--- src/shared/cvw_irq_map.svh ---
// Constants for the chained vectored interrupt and wake-up block.
`ifndef CVW_IRQ_MAP_SVH
`define CVW_IRQ_MAP_SVH

// Channel counts and unit split.
`define CVW_NUM_CH        32
`define CVW_UNIT_CH       16
`define CVW_NUM_PERIPH    25
`define CVW_NUM_PINS      30

// Source positions inside the 32-entry source vector.
`define CVW_SRC_WAKE_ALL  25
`define CVW_SRC_GRP0      26
`define CVW_SRC_GRP1      27
`define CVW_SRC_GRP2      28
`define CVW_SRC_GRP3      29
`define CVW_SRC_BUS_RES   30
`define CVW_SRC_PREFETCH  31

// Wake-up input positions: pins 0..29, then timer and bus resume.
`define CVW_WK_GRP0_PIN_LO 0
`define CVW_WK_GRP1_LO     6
`define CVW_WK_GRP2_LO     14
`define CVW_WK_GRP3_LO     22
`define CVW_WK_RTC         30
`define CVW_WK_BUS_RES     31

// Reset values.
`define CVW_RST_W32       32'h0000_0000
`define CVW_RST_CH        5'h00

`endif

--- src/shared/cvw_irq_pkg.sv ---
// Types for the chained vectored interrupt and wake-up block.
package cvw_irq_pkg;

  // All registered state of the controller.
  typedef struct packed {
    logic [31:0] sync1;
    logic [31:0] sync2;
    logic        irq;
    logic        fast;
    logic        wake;
    logic        vec_valid;
    logic        vec_none;
    logic [4:0]  vec_chan;
    logic [4:0]  vec_src;
    logic [31:0] vec_addr;
    logic [31:0] ent_tag;
    logic [31:0] ent_insn;
    logic        ent_full;
    logic        ent_hit;
    logic [31:0] ent_data;
  } cvw_state_t;

endpackage : cvw_irq_pkg

--- src/logic/cvw_irq_ctrl.sv ---
// Chained vectored interrupt controller with wake-up request folding.
//
// What this block does
// - Primary unit always outranks the secondary unit.
// - Hardware resolves priority; reader gets source, vector.
// - Reserved cache entry holds the vector-fetch instruction.
// - Thirty-two channels: five wake-up, twenty-seven internal.
// - Firmware can force a request on any channel.
// - Channel 25 ORs all thirty-two wake-up inputs.
// - Only selected, enabled pins count; any wakes.
// - Channels 25..31 sit on secondary inputs 9..15.
// - Channel 26 ORs timer, resume, port-3 pins 2..7.
// - Channels 27..29 OR ports 5, 6, 7 pins.
// - Channel 30 carries bus resume, also a wake input.
// - Channel 31 is lowest, for prefetch and cache.
// - Normal request ORs all channels not on fast; 0 highest.
// - Any source may go to fast request, which wins.
// - Firmware remaps sources to slots within one unit.
`timescale 1ns/1ps
`include "cvw_irq_map.svh"

module cvw_irq_ctrl (
  input  wire logic        clk_sys_in,
  input  wire logic        resetn_in,
  input  wire logic [24:0] periph_irq_in,
  input  wire logic        prefetch_cache_irq_in,
  input  wire logic [29:0] wake_pin_in,
  input  wire logic [29:0] wake_pin_en_in,
  input  wire logic        rtc_irq_in,
  input  wire logic        bus_resume_in,
  input  wire logic [31:0] force_in,
  input  wire logic [31:0] enable_in,
  input  wire logic [31:0] fast_sel_in,
  input  wire logic [127:0] slot_src_in,
  input  wire logic [31:0] vec_base_in,
  input  wire logic        read_vec_in,
  input  wire logic        cache_load_in,
  input  wire logic [31:0] cache_tag_in,
  input  wire logic [31:0] cache_insn_in,
  input  wire logic        fetch_in,
  input  wire logic [31:0] fetch_addr_in,
  output logic             irq_out,
  output logic             fast_irq_out,
  output logic             wakeup_out,
  output logic             vec_valid_out,
  output logic             vec_none_out,
  output logic [4:0]       vec_chan_out,
  output logic [4:0]       vec_src_out,
  output logic [31:0]      vec_addr_out,
  output logic             cache_hit_out,
  output logic [31:0]      cache_data_out
);

  //--------------------------------------------------------------
  // State and decoded request vectors
  //--------------------------------------------------------------
  cvw_irq_pkg::cvw_state_t st_r;
  cvw_irq_pkg::cvw_state_t st_nxt;
  logic [31:0] wake_act;
  logic [31:0] src_vec;
  logic [31:0] eff_vec;
  logic [31:0] hw_req;
  logic [4:0]  hw_src [32];
  logic [4:0]  win_chan;
  logic        win_any;

  //--------------------------------------------------------------
  // Wake-up folding
  //--------------------------------------------------------------
  // Pins count only when selected; the timer and resume always count.
  assign wake_act = {st_r.sync2[`CVW_WK_BUS_RES],
                     st_r.sync2[`CVW_WK_RTC],
                     st_r.sync2[29:0] & wake_pin_en_in};

  // Source vector: internal sources plus the five wake-up groups.
  always_comb begin
    src_vec                     = '0;
    src_vec[24:0]               = periph_irq_in;
    src_vec[`CVW_SRC_WAKE_ALL]  = |wake_act;
    src_vec[`CVW_SRC_GRP0]      = wake_act[`CVW_WK_RTC]
                                | wake_act[`CVW_WK_BUS_RES]
                                | (|wake_act[5:0]);
    src_vec[`CVW_SRC_GRP1]      = |wake_act[13:6];
    src_vec[`CVW_SRC_GRP2]      = |wake_act[21:14];
    src_vec[`CVW_SRC_GRP3]      = |wake_act[29:22];
    src_vec[`CVW_SRC_BUS_RES]   = st_r.sync2[`CVW_WK_BUS_RES];
    src_vec[`CVW_SRC_PREFETCH]  = prefetch_cache_irq_in;
  end

  // Forced requests join the source before the enable gate.
  assign eff_vec = (src_vec | force_in) & enable_in;

  //--------------------------------------------------------------
  // Slot mapping and priority
  //--------------------------------------------------------------
  // Each slot picks a source of its own unit only, so remapping
  // never moves a source across the chain boundary.
  always_comb begin
    for (int c = 0; c < `CVW_NUM_CH; c++) begin
      hw_src[c] = {c[4], slot_src_in[4*c +: 4]};
      hw_req[c] = eff_vec[hw_src[c]] & ~fast_sel_in[hw_src[c]];
    end
  end

  // Lowest slot wins; primary slots 0..15 precede secondary ones.
  always_comb begin
    win_chan = `CVW_RST_CH;
    win_any  = 1'b0;
    for (int c = `CVW_NUM_CH - 1; c >= 0; c--) begin
      if (hw_req[c]) begin
        win_chan = 5'(c);
        win_any  = 1'b1;
      end
    end
  end

  //--------------------------------------------------------------
  // Next state
  //--------------------------------------------------------------
  always_comb begin
    st_nxt       = st_r;
    st_nxt.sync1 = {bus_resume_in, rtc_irq_in, wake_pin_in};
    st_nxt.sync2 = st_r.sync1;
    st_nxt.irq   = |hw_req;
    st_nxt.fast  = |(eff_vec & fast_sel_in);
    st_nxt.wake  = |wake_act;
    st_nxt.vec_valid = read_vec_in;
    // A read captures the winner at the moment of the access.
    if (read_vec_in) begin
      st_nxt.vec_none = ~win_any;
      st_nxt.vec_chan = win_chan;
      st_nxt.vec_src  = hw_src[win_chan];
      st_nxt.vec_addr = vec_base_in + {25'h0, win_chan, 2'h0};
    end
    // The reserved entry is never evicted by ordinary fills.
    if (cache_load_in) begin
      st_nxt.ent_tag  = cache_tag_in;
      st_nxt.ent_insn = cache_insn_in;
      st_nxt.ent_full = 1'b1;
    end
    st_nxt.ent_hit = fetch_in & st_r.ent_full
                   & (fetch_addr_in == st_r.ent_tag);
    if (st_nxt.ent_hit) begin
      st_nxt.ent_data = st_r.ent_insn;
    end
  end

  //--------------------------------------------------------------
  // State register
  //--------------------------------------------------------------
  always_ff @(posedge clk_sys_in or negedge resetn_in) begin
    if (!resetn_in) begin
      st_r <= '0;
    end else begin
      st_r <= st_nxt;
    end
  end

  // Outputs come straight from the state register.
  assign irq_out       = st_r.irq;
  assign fast_irq_out  = st_r.fast;
  assign wakeup_out    = st_r.wake;
  assign vec_valid_out = st_r.vec_valid;
  assign vec_none_out  = st_r.vec_none;
  assign vec_chan_out  = st_r.vec_chan;
  assign vec_src_out   = st_r.vec_src;
  assign vec_addr_out  = st_r.vec_addr;
  assign cache_hit_out  = st_r.ent_hit;
  assign cache_data_out = st_r.ent_data;
endmodule : cvw_irq_ctrl

--- config.mk ---
export PLATFORM = sky130hd
export DESIGN_NAME = cvw_irq_ctrl
export DESIGN_NICKNAME = d
export VERILOG_FILES = /design/src/shared/cvw_irq_pkg.sv /design/src/logic/cvw_irq_ctrl.sv
export VERILOG_INCLUDE_DIRS = /design/src /design/src/shared
export SDC_FILE = /design/constraint.sdc
export NUM_CORES = 1
export LEC_CHECK = 0
export BUFFER_PORTS_ARGS = -buffer_cell sky130_fd_sc_hd__buf_2
export CAP_MARGIN = 20
export CORE_UTILIZATION = 40
export DETAILED_ROUTE_END_ITERATION = 10
export PLACE_DENSITY_LB_ADDON = 0.12
export SLEW_MARGIN = 10
export SYNTH_ARGS = -nofsm -noshare
export SYNTH_HDL_FRONTEND = slang
export SYNTH_SLANG_ARGS = --single-unit
--- constraint.sdc ---
create_clock -name clk_sys_in -period 12.8 [get_ports clk_sys_in]
set_input_delay 1.28 -clock clk_sys_in [delete_from_list [all_inputs] [get_ports clk_sys_in]]
set_output_delay 1.28 -clock clk_sys_in [all_outputs]
set_load 0.02 [all_outputs]
# --- Word-level counts from Yosys, hierarchy flattened ---
# Index checks and enable logic that the tools add are counted.
# Widths: inputs -> output; s select.
totals:
  ff_bits: 209
  latchBits: 0
  ramBits: 0
  mem_bits_ro: 0
  in_bits: 445
  output_inout_bits: 80
  wordCells: 326
  mem_count: 0
op_classes:
  addsub: 1
  mul: 0
  n_div: 0
  n_lt_le_gt_ge: 33
  eq_ne: 1
  shifts: 0
  n_mux: 195
  bitwise: 74
  reduce_logical: 7
op_table:
  columns: ["cell", "n"]
  rows:
  - ["$bmux 1 s4", 64]
  - ["$mux 5", 34]
  - ["$lt 4x6->1 const B", 16]
  - ["$lt 5x6->1 const B", 16]
  - ["$mux 1", 96]
  - ["$reduce_or 32->1", 3]
  - ["$and 32x32->32", 2]
  - ["$and 1x1->1", 34]
  - ["$not 1->1", 33]
  - ["$add 32x7->32", 1]
  - ["$eq 32x32->1", 1]
  - ["$or 32x32->32", 1]
  - ["$and 30x30->30", 1]
  - ["$bmux 5 s5", 1]
  - ["$reduce_or 8->1", 3]
  - ["$ge 6x6->1 const B", 1]
  - ["$not 5->6", 1]
  - ["$reduce_or 6->1", 1]
  - ["$or 1x1->1", 2]

# --- Depth between registers and ports, before layout ---
# Gate-level depths: netlist of the first run.
logic_depth:
  word_depth: 44
  mapped_depth: 26
  depth_no_buf: 23

# --- Least setup slack after synthesis of the first run ---
# OpenSTA, ideal clock, no wires.
synth_path:
  path_type: "input to register"
  start: "input port wake_pin_en_in[3]"
  end: "register st_r, in the netlist vec_addr_out[28]"
  setup_time_ps: 137
  arrival_ps: 6001
  required_time_ps: 12663
  path_slack_ps: 6662
  stages: 25
  n_path_buf: 2
  path_cell_list: "a222oi_1 -> nand3_2 -> o211a_1 -> a211o_1 -> a2111oi_2 -> nor3_1 -> nor3_1 -> a221oi_2 -> a41o_4 -> nor2_8 -> buf_6 -> buf_4 -> ha_1 -> inv_1 -> fa_1 -> nor2b_1 -> o21ai_0 -> nand2b_1 -> a21o_1 -> nand2_1 -> nor3_1 -> nand4_1 -> nor3_1 -> xnor2_1 -> a21oi_1"
synth_between:
  elab_chain_cells: 41
  word_cells_on_any_way: 87
  cone_classes: "add/sub: 1; mux: 64; bitwise: 20; reduce/logical: 2"
synth_rtl:
  columns: ["element", "line", "rtl"]
  rows:
  - ["start: declaration", "cvw_irq_ctrl.sv:28", "input wire logic [29:0] wake_pin_en_in,"]
  - ["$and 30x30->30 *", "cvw_irq_ctrl.sv:73", "st_r.sync2[29:0] & wake_pin_en_in};"]
  - ["$reduce_or 6->1", "cvw_irq_ctrl.sv:82", "| (|wake_act[5:0]);"]
  - ["$or 1x1->1", "cvw_irq_ctrl.sv:80", "src_vec[`CVW_SRC_GRP0] = wake_act[`CVW_WK_RTC]"]
  - ["$or 32x32->32 *", "cvw_irq_ctrl.sv:91", "assign eff_vec = (src_vec | force_in) & enable_in;"]
  - ["$and 32x32->32 *", "cvw_irq_ctrl.sv:91", null]
  - ["$bmux 1 s4", "cvw_irq_ctrl.sv:101", "hw_req[c] = eff_vec[hw_src[c]] & ~fast_sel_in[hw_src[c]];"]
  - ["$mux 1 (implied by the code)", "cvw_irq_ctrl.sv:101", null]
  - ["$and 1x1->1", "cvw_irq_ctrl.sv:101", null]
  - ["$mux 5 (15 in a row)", "cvw_irq_ctrl.sv:110", "if (hw_req[c]) begin"]
  - ["$mux 5 * (17 in a row)", "cvw_irq_ctrl.sv:110", null]
  - ["net win_chan[0]", "cvw_irq_ctrl.sv:64", "logic [4:0] win_chan;"]
  - ["$add 32x7->32 *", "cvw_irq_ctrl.sv:133", "st_nxt.vec_addr = vec_base_in + {25'h0, win_chan, 2'h0};"]
  - ["end signal: assignment", "cvw_irq_ctrl.sv:155", "st_r <= st_nxt;"]
  - ["end: declaration", "cvw_irq_ctrl.sv:57", "cvw_irq_pkg::cvw_state_t st_r;"]
# The timed path passes the listed nets; every way through them passes the cells marked *. The select of a mux whose other input is x is not followed.
# A chain may end at the register's enable or synchronous reset.

# --- Worst setup path in the final report of the first run ---
layout_path:
  start: "input port wake_pin_en_in[18]"
  end: "register st_r, in the netlist vec_addr_out[28]"
layout_between:
  elab_chain_cells: 40
  word_cells_on_any_way: 86
  cone_classes: "add/sub: 1; mux: 64; bitwise: 19; reduce/logical: 2"
layout_rtl:
  columns: ["element", "line"]
  rows:
  - ["$and 30x30->30 *", "cvw_irq_ctrl.sv:73"]
  - ["$reduce_or 32->1 / $reduce_or 8->1 (equally long branches)", "cvw_irq_ctrl.sv:79, cvw_irq_ctrl.sv:84"]
  - ["$or 32x32->32 *", "cvw_irq_ctrl.sv:91"]
  - ["$and 32x32->32 *", "cvw_irq_ctrl.sv:91"]
  - ["$bmux 1 s4", "cvw_irq_ctrl.sv:101"]
  - ["$mux 1 (implied by the code)", "cvw_irq_ctrl.sv:101"]
  - ["$and 1x1->1", "cvw_irq_ctrl.sv:101"]
  - ["$mux 5 (15 in a row)", "cvw_irq_ctrl.sv:110"]
  - ["$mux 5 * (17 in a row)", "cvw_irq_ctrl.sv:110"]
  - ["$add 32x7->32 *", "cvw_irq_ctrl.sv:133"]
# Every way passes the cells marked *; elsewhere a longest branch is shown, timed or not. The select of a mux whose other input is x is not followed.

==> results.sh, run 1 <==
export IMPL_clock_skew_final_ns=0.0175
export IMPL_cp_max_fo=33
export IMPL_fin_util=0.484
export IMPL_rsz0062_at_grt="no"
export IMPL_antenna_found_initial=16
export IMPL_net_switching_power_mw=0.709
export IMPL_netlist_instances=1709
export IMPL_cts_tree="done"
export IMPL_synthXorXnorAreaFrac=0.0317
export IMPL_initial_core_util=0.406
export IMPL_max_freq_mhz=139
export IMPL_core_area_mm2=0.0408
export IMPL_die_area_mm2=0.0423
export IMPL_first_pass_iters=7
export IMPL_synthAdderAreaFrac=0.00498
export IMPL_synth_most_common_cell="dfrtp_1"
export IMPL_synthTopCellsByArea="dfrtp_1, mux4_2, mux2_2, buf_4, nor2_1"
export IMPL_worstSkewPairLatency_ns=0.50
export IMPL_swShare=0.343
export IMPL_post_cts_buffers=0
export IMPL_ys_warn_count=0
export IMPL_synth_area_mm2=0.0166
export IMPL_p_leak_nw=8.61
export IMPL_use_met1=0.394
export IMPL_drc=0
export IMPL_overflow=0
export IMPL_fin_nets=2544
export IMPL_placedInstanceArea_mm2=0.0190
export IMPL_cts_resized=0
export IMPL_fin_crit_ns=7.19
export IMPL_holdBufCountCts=0
export IMPL_cts_buffers=21
export IMPL_synthFlopType="dfrtp_1"
export IMPL_chipHeight_um=206
export IMPL_slew_limit_headroom=0.229
export IMPL_comb_power_share=0.343
export IMPL_vias=16500
export IMPL_slew_viol_final=0
export IMPL_required_ns=13.15
export IMPL_routabilityCongestion=0.976
export IMPL_finalSetupViolCount=0
export IMPL_synth_seq_cells=208
export IMPL_globalRouteMet2Util=0.515
export IMPL_via_per_inst=6.23
export IMPL_rows=74
export IMPL_p_seq_frac=0.357
export IMPL_synth_simple_area_share=0.155
export IMPL_muxShareOfSynthArea=0.234
export IMPL_cts_sinks=208
export IMPL_grt_pass1_vias=16100
export IMPL_cp_end_kind="flip-flop"
export IMPL_tightestPinTransition_ns=1.13
export IMPL_maxCapViolations=0
export IMPL_fin_area_mm2=0.0198
export IMPL_hpwl_mm=53.1
export IMPL_critical_path_class="in -> reg"
export IMPL_period_share=0.562
export IMPL_routed_wl_mm=68.2
export IMPL_synth_top_area_share=0.314
export IMPL_wl_per_cell_um=25.8
export IMPL_synth_edf_count=0
export IMPL_async_reset_ff_frac=1.00
export IMPL_synth_compound_area_frac=0.184
export IMPL_crit_arrival_ns=7.54
export IMPL_grtUsageMet3=0.0752
export IMPL_drive_gt1_frac=0.390
export IMPL_grt_pass1_wl_mm=99.4
export IMPL_clk_pin_slew_ns=0.06
export IMPL_port_buffers=524
export IMPL_syn_area_per_cell_um2=9.70
export IMPL_synth_largest_area_cell="dfrtp_1"
export IMPL_clk_path_buf_depth=3
export IMPL_pwr_share_clk=0.301
export IMPL_finalSetupTns_ns=0
export IMPL_h_tree_depth=1
export IMPL_startpoint_type="primary input"
export IMPL_final_antenna_net_count=0
export IMPL_die_width_um=206
export IMPL_p_int_mw=1.36
export IMPL_grt_max_degree=130
export IMPL_area_delta_synth_final_pct=19.2
export IMPL_grt_use_total=0.314
export IMPL_synthTopCellsByCount="dfrtp_1, nor2_1, mux2_2, nand2_1, mux4_2"
export IMPL_globalRoute_busiestLayer="met2"
export IMPL_outcome="finished, final reports clean"
export IMPL_cellPowerDensity_mw_per_mm2=105
export IMPL_yosysSeqAreaShare=0.314
export IMPL_whs_ns=0.345
export IMPL_synth_cell_types=94
export IMPL_total_power_mw=2.07
export IMPL_synth_top_family_by_area="multiplexers"
export IMPL_drt_iter0_drc=1575
export IMPL_root_buffer="clkbuf_16"
export IMPL_finalHoldViolations=0
export IMPL_hp_class="reg -> reg"
export IMPL_synth_nets=2160
export IMPL_vdd_drop_max_uv=118
export IMPL_ioPinCount=525
-- power by group through the flow --
stage / Clock, mW / Combinational (mW) / Sequential, mW
global placement: 0 / 0.690 / 0.747
detailed placement: 0 / 0.696 / 0.750
finish: 0.622 / 0.708 / 0.737
floorplan: 0 / 0.454 / 0.740
CTS: 0.640 / 0.698 / 0.738
global route: 0.663 / 0.754 / 0.743
-- per-stage QoR --
step	std cells	setup slack (ns)
floorplan	1709	6.66
global placement	2600	5.23
detailed placement	2600	5.15
CTS	2634	5.67
global route	2647	5.19
finish	2647	5.61
-- worst paths after layout --
path	from	end	slack, ns	cells past startpoint
worst max-delay path	wake_pin_en_in[18]	vec_addr_out[28]	5.61	24
worst min-delay path	st_nxt[159]	st_r[159]	0.35	0
worst max register to register	st_r[148]	vec_addr_out[28]	6.12	23
worst min register to register	st_nxt[159]	st_r[159]	0.35	0
max in group asynchronous	resetn_in	st_r[53]	10.58	3
min in group asynchronous	resetn_in	st_r[86]	0.86	1
-- critical path, stage by stage --
cell	delay, ns
buf_2	0.10
a22oi_1	0.18
nand2_1	0.32
nor3_1	0.78
a21boi_2	0.34
o311ai_1	0.52
nor2_1	0.10
nor4_2	0.31
nand2_1	0.21
a41o_4	0.41
nor2_8	0.56
ha_1	0.29
inv_1	0.07
fa_1	0.43
nor2b_1	0.12
o21ai_0	0.08
nand2b_1	0.11
a21o_1	0.12
nand2_1	0.09
nor3_1	0.28
nand4_1	0.32
nor3_1	0.30
xnor2_1	0.14
a21oi_1	0.08
-- state kept, by name, summed over array words and instances, names as in the netlist --
| signal | flops |
|---|---|
| src_vec | 1 |
| st_r | 96 |
| cache_data_out | 32 |
| vec_none_out | 1 |
| vec_valid_out | 1 |
| fast_irq_out | 1 |
| wakeup_out | 1 |
| vec_src_out | 4 |
| vec_chan_out | 5 |
| cache_hit_out | 1 |
| vec_addr_out | 32 |
| st_nxt | 32 |
| irq_out | 1 |
-- placed cells by master (no fill, tap or decap), types with 7 or more instances in the layout --
master	instances
buf_2	523
dfrtp_1	208
nor2_1	123
mux2_2	115
nand2_1	100
mux4_2	96
a21oi_1	70
inv_1	65
nor3_1	64
o21ai_0	54
nand3_1	50
xor2_1	44
mux2i_1	37
a31oi_1	34
o211ai_1	32
a211oi_1	26
o21ai_1	24
nand2b_1	24
nor4_1	24
nand4_1	22
clkbuf_16	21
a22oi_1	19
buf_4	17
and3_1	16
xnor2_1	16
nor2b_1	13
o2111ai_1	12
diode_2	11
o311ai_0	11
and2_1	11
a311oi_1	11
or3_1	10
a2111oi_0	10
o22ai_1	10
nand3b_1	9
a221oi_1	8
o21ai_2	8
a211o_1	8
o31ai_1	7
o21a_1	7
-- cell type report --
type / instances / area [um2]
antenna: 11 / 27.5
clock buffer: 25 / 561
clock inverter: 9 / 130
fill: 3931 / 21100
inverter: 70 / 263
multi-input combinational: 1249 / 10100
sequential: 208 / 5200
tap: 532 / 666
timing repair buffer: 543 / 2800
-- metal layers --
| metal | part of all wire | up-vias |
|---|---|---|
| met5 | 0.00081 | - |
| met4 | 0.042 | 10 |
| met3 | 0.11 | 193 |
| met2 | 0.47 | 990 |
| met1 | 0.38 | 8050 |
| li1 | - | 7259 |
-- cells by family after synthesis --
kind of cell | count (synthesis)
flops | 208
fa+ha+maj | 6
simple gates | 504
buf+inv | 252
mux | 252
xor+xnor | 60
compound gates | 427
No activity file was read; power rests on OpenSTA's default activity.
==> inputs of run 2 (changes only) <==
==> constraint.sdc (replaced) <==
create_clock -name clk_sys_in -period 7.33 [get_ports clk_sys_in]
set_input_delay 0.733 -clock clk_sys_in [delete_from_list [all_inputs] [get_ports clk_sys_in]]
set_output_delay 0.733 -clock clk_sys_in [all_outputs]
set_load 0.02 [all_outputs]
==> run 2 against run 1 <==
Compared with the run above:
- sequential share of layout area about the same
- clock skew down 0.0070 ns
- highest routed layer unchanged
- via count down 0.42%
- core utilization about the same
- critical path depth down 3
- worst hold slack worse by 0.089 ns
- largest cell class unchanged
- register-to-register slack worse by 5.0 ns
- sequential cell count unchanged
- critical endpoint unchanged
- non-clock buffer count up 8
- sequential power up 75%
- combinational power up 77%
==> results.sh, run 2 (synthesis results as in run 1) <==
export IMPL_outcome="finished, final reports clean"
export IMPL_placedInstanceArea_mm2=0.0191
export IMPL_fin_crit_ns=6.24
export IMPL_vdd_drop_max_uv=186
export IMPL_initial_core_util=0.406
export IMPL_clk_path_buf_depth=3
export IMPL_finalHoldViolations=0
export IMPL_h_tree_depth=1
export IMPL_tightestPinTransition_ns=1.07
export IMPL_wl_per_cell_um=25.4
export IMPL_drc=0
export IMPL_root_buffer="clkbuf_16"
export IMPL_cp_max_fo=24
export IMPL_die_area_mm2=0.0423
export IMPL_rows=74
export IMPL_fin_area_mm2=0.0198
export IMPL_antenna_found_initial=12
export IMPL_finalSetupViolCount=0
export IMPL_clk_pin_slew_ns=0.06
export IMPL_maxCapViolations=0
export IMPL_startpoint_type="flip-flop"
export IMPL_worstSkewPairLatency_ns=0.49
export IMPL_first_pass_iters=6
export IMPL_max_freq_mhz=160
export IMPL_critical_path_class="reg -> reg"
export IMPL_largest_reg_flops=96
export IMPL_rsz0062_at_grt="no"
export IMPL_grt_pass1_vias=16200
export IMPL_final_common_cell="buf_2"
export IMPL_finalSetupTns_ns=0
export IMPL_cp_end_kind="flip-flop"
export IMPL_grt_max_degree=106
export IMPL_ioPinCount=525
export IMPL_final_cell_mix="buf_2, dfrtp_1, nor2_1"
export IMPL_fin_nets=2552
export IMPL_stdcell_count=2655
export IMPL_routed_wl_mm=67.5
export IMPL_post_cts_buffers=0
export IMPL_slew_limit_headroom=0.276
export IMPL_required_ns=7.68
export IMPL_period_share=0.851
export IMPL_vias=16400
export IMPL_chipHeight_um=206
export IMPL_p_leak_nw=8.64
export IMPL_crit_arrival_ns=6.59
export IMPL_overflow=0
export IMPL_core_area_mm2=0.0408
export IMPL_cts_resized=0
export IMPL_grt_use_total=0.313
export IMPL_cellPowerDensity_mw_per_mm2=182
export IMPL_hp_class="in -> async"
export IMPL_finalWorstSetupSlack_ns=1.09
export IMPL_final_antenna_net_count=0
export IMPL_whs_ns=0.257
export IMPL_hpwl_mm=52.2
export IMPL_drive_gt1_frac=0.393
export IMPL_dp_slack_ns=0.785
export IMPL_reg2reg_depth=21
export IMPL_via_per_inst=6.19
export IMPL_cts_sinks=208
export IMPL_area_delta_synth_final_pct=19.3
export IMPL_drt_iter0_drc=1503
export IMPL_clock_skew_final_ns=0.0105
export IMPL_port_buffers=524
export IMPL_total_power_mw=3.60
export IMPL_dp_cells=2608
export IMPL_cts_tree="done"
export IMPL_slew_viol_final=0
export IMPL_holdBufCountCts=0
export IMPL_fin_util=0.484
export IMPL_regMostFlops="st_r"
export IMPL_cts_buffers=21
export IMPL_die_width_um=206
export IMPL_fill_cells=3892
export IMPL_grt_pass1_wl_mm=99.3
export IMPL_routabilityCongestion=0.972
==> run 2: worst paths after layout <==
| check | from | end | slack [ns] |
|---|---|---|---|
| worst max-delay path | st_r[162] | vec_addr_out[28] | 1.09 |
| worst min-delay path | resetn_in | st_r[86] | 0.26 |
| worst max register to register | st_r[162] | vec_addr_out[28] | 1.09 |
| worst min register to register | st_nxt[151] | st_r[151] | 0.34 |
| max in group asynchronous | resetn_in | vec_chan_out[0] | 5.68 |
| min in group clk_sys_in | bus_resume_in | st_nxt[176] | 0.34 |
==> run 2: power breakdown <==
part | switching [mW] | internal (mW) | leakage [nW]
registers | 0.0491 | 1.24 | 2.49
logic | 0.756 | 0.489 | 5.81
clock network | 0.454 | 0.609 | 0.333
==> run 2: layout make-up <==
| class | instances | area (um2) | area share |
|---|---|---|---|
| diodes | 9 | 22.5 | 0.00114 |
| clock buffers | 24 | 547 | 0.0276 |
| clock inverters | 12 | 120 | 0.00607 |
| inverters | 70 | 263 | 0.0133 |
| multi-input cells | 1249 | 10100 | 0.512 |
| flip-flops and latches | 208 | 5200 | 0.263 |
| well taps | 532 | 666 | 0.0336 |
| repair buffers | 551 | 2840 | 0.143 |
==> run 2: worst max-delay path, cell delays in order, from the launching register on <==
cell and delay [ns]:
dfrtp_1 0.39, a22oi_1 0.21, nand2_1 0.32, nor3_1 0.85, a21boi_2 0.34, o311ai_1 0.53, o211ai_1 0.23, nor3_1 0.34
o41a_1 0.23, o41a_4 0.33, inv_1 0.26, ha_1 0.39, nor2b_1 0.13, o21ai_0 0.08, nand2b_1 0.11, a21o_1 0.12
nand2_1 0.09, nor3_1 0.29, nand4_1 0.31, nor3_1 0.30, xnor2_1 0.15, a21oi_1 0.08
==> run 2: layer usage <==
layer,global-route usage,share of wire
met1,0.395,0.38
met2,0.504,0.46
met3,0.0702,0.11
met4,0.154,0.047
met5,0,0.00080
==> inputs of run 3 (changes only) <==
--- a/config.mk
+++ b/config.mk
@@ -8,10 +8,10 @@
 export LEC_CHECK = 0
 export BUFFER_PORTS_ARGS = -buffer_cell sky130_fd_sc_hd__buf_2
 export CAP_MARGIN = 20
-export CORE_UTILIZATION = 40
+export CORE_UTILIZATION = 30
 export DETAILED_ROUTE_END_ITERATION = 10
 export PLACE_DENSITY_LB_ADDON = 0.12
-export SLEW_MARGIN = 10
+export SLEW_MARGIN = 20
 export SYNTH_ARGS = -nofsm -noshare
 export SYNTH_HDL_FRONTEND = slang
 export SYNTH_SLANG_ARGS = --single-unit
==> run 3 against run 2 <==
Compared with the run above:
- wire length increased by 8.6%
- final cell count up 6.4%
- first-iteration DRC count increased by 8.0%
- global-route usage fell by 5.8 points
- via count increased by 1.2%
- sequential cell count stayed put
- design area increased by 1.8%
- worst setup slack gained 0.21 ns
- clock skew grew 0.0015 ns
- register-to-register slack better by 0.21 ns
- maximum frequency increased by 3.4%
- critical path type unchanged
- largest cell class unchanged
- highest routed layer unchanged
==> results.sh, run 3 (synthesis results as in run 1) <==
export IMPL_clk_pin_slew_ns=0.06
export IMPL_final_common_cell="buf_2"
export IMPL_vias=16600
export IMPL_period_share=0.823
export IMPL_cp_max_fo=9
export IMPL_cellPowerDensity_mw_per_mm2=188
export IMPL_tightestPinTransition_ns=1.25
export IMPL_cts_tree="done"
export IMPL_finalSetupViolCount=0
export IMPL_worstSkewPairLatency_ns=0.52
export IMPL_clk_path_buf_depth=3
export IMPL_grt_pass1_wl_mm=108
export IMPL_finalSetupTns_ns=0
export IMPL_h_tree_depth=1
export IMPL_grt_use_total=0.255
export IMPL_startpoint_type="flip-flop"
export IMPL_die_area_mm2=0.0562
export IMPL_max_freq_mhz=166
export IMPL_root_buffer="clkbuf_16"
export IMPL_overflow=0
export IMPL_fin_crit_ns=6.03
export IMPL_port_buffers=524
export IMPL_hpwl_mm=56.9
export IMPL_antenna_found_initial=11
export IMPL_chipHeight_um=237
export IMPL_p_leak_nw=8.71
export IMPL_finalWorstSetupSlack_ns=1.30
export IMPL_wl_per_cell_um=26.0
export IMPL_cts_resized=0
export IMPL_cp_end_kind="flip-flop"
export IMPL_rows=85
export IMPL_regMostFlops="st_r"
export IMPL_final_cell_mix="buf_2, dfrtp_1, nor2_1"
export IMPL_fin_area_mm2=0.0201
export IMPL_hp_class="in -> async"
export IMPL_ioPinCount=525
export IMPL_grt_max_degree=83
export IMPL_post_cts_buffers=0
export IMPL_fill_cells=5572
export IMPL_via_per_inst=5.89
export IMPL_area_delta_synth_final_pct=21.5
export IMPL_maxCapViolations=0
export IMPL_drc=0
export IMPL_finalHoldViolations=0
export IMPL_routabilityCongestion=0.935
export IMPL_largest_reg_flops=96
export IMPL_drive_gt1_frac=0.396
export IMPL_outcome="finished, final reports clean"
export IMPL_total_power_mw=3.78
export IMPL_crit_arrival_ns=6.41
export IMPL_whs_ns=0.184
export IMPL_cts_sinks=208
export IMPL_clock_skew_final_ns=0.0120
export IMPL_required_ns=7.70
export IMPL_slew_limit_headroom=0.167
export IMPL_initial_core_util=0.306
export IMPL_rsz0062_at_grt="no"
export IMPL_die_width_um=237
export IMPL_vdd_drop_max_uv=178
export IMPL_holdBufCountCts=0
export IMPL_core_area_mm2=0.0542
export IMPL_critical_path_class="reg -> reg"
export IMPL_stdcell_count=2824
export IMPL_slew_viol_final=0
export IMPL_drt_iter0_drc=1623
export IMPL_routed_wl_mm=73.3
export IMPL_fin_util=0.371
export IMPL_grt_pass1_vias=16600
export IMPL_cts_buffers=24
export IMPL_dp_slack_ns=0.809
export IMPL_fin_nets=2559
export IMPL_first_pass_iters=6
export IMPL_dp_cells=2778
export IMPL_final_antenna_net_count=0
export IMPL_placedInstanceArea_mm2=0.0193
==> run 3: changes by cell type in the layout (fill, tap and decap cells not counted), sizes merged <==
| cell | previous run | this run |
|---|---|---|
| buf | 550 | 555 |
| clkbuf | 25 | 30 |
| diode | 9 | 4 |
| clkinv | 12 | 9 |
| clkinvlp | 1 | 4 |
==> run 3: report_power, final <==
part           internal [mW]  switching, mW
logic                  0.492          0.784
clock network          0.725          0.493
registers               1.24         0.0495
total                   2.46           1.33
==> run 3: critical path, stage by stage, from the launching register on <==
cell and delay, ns:
dfrtp_1 0.36, a22oi_1 0.18, nand2_1 0.30, nor3_2 0.50, nor2b_1 0.24, a2111oi_0 0.66
o41ai_1 0.28, or4_4 0.61, o41a_4 0.50, inv_1 0.27, ha_1 0.33, a21oi_1 0.24
nor2b_1 0.08, o21ai_0 0.16, nand2b_1 0.11, nand3_1 0.21, nor2_1 0.14, and4_1 0.27
and2_1 0.18, xnor2_1 0.17, a21oi_1 0.09
==> run 3: area by class of cell <==
| cell class | count | area (um2) | share of cell area |
|---|---|---|---|
| antenna | 4 | 10.0 | 0.000497 |
| timing repair buffer | 555 | 2870 | 0.142 |
| clock inverter | 12 | 130 | 0.00646 |
| inverter | 70 | 263 | 0.0130 |
| tap | 696 | 871 | 0.0432 |
| sequential | 208 | 5200 | 0.258 |
| multi-input combinational | 1249 | 10100 | 0.503 |
| clock buffer | 30 | 674 | 0.0335 |
==> run 3: per-layer routing <==
metal / GRT usage / vias to the layer above / wire length [um]
li1: - / 7280 / -
met1: 0.325 / 8200 / 28800
met2: 0.426 / 998 / 35000
met3: 0.0626 / 139 / 7400
met4: 0.0741 / 14 / 1940
met5: 0 / - / 92
==> run 3: final timing paths <==
kind	from	cells after the start	slack, ns	end
max	st_r[162]	20	1.30	vec_addr_out[23]
min	resetn_in	1	0.18	st_r[75]
max reg2reg	st_r[162]	20	1.30	vec_addr_out[23]
min reg2reg	st_nxt[154]	0	0.34	st_r[154]
max in group asynchronous	resetn_in	2	5.74	vec_addr_out[14]
min in group clk_sys_in	wake_pin_in[0]	1	0.31	st_nxt[145]
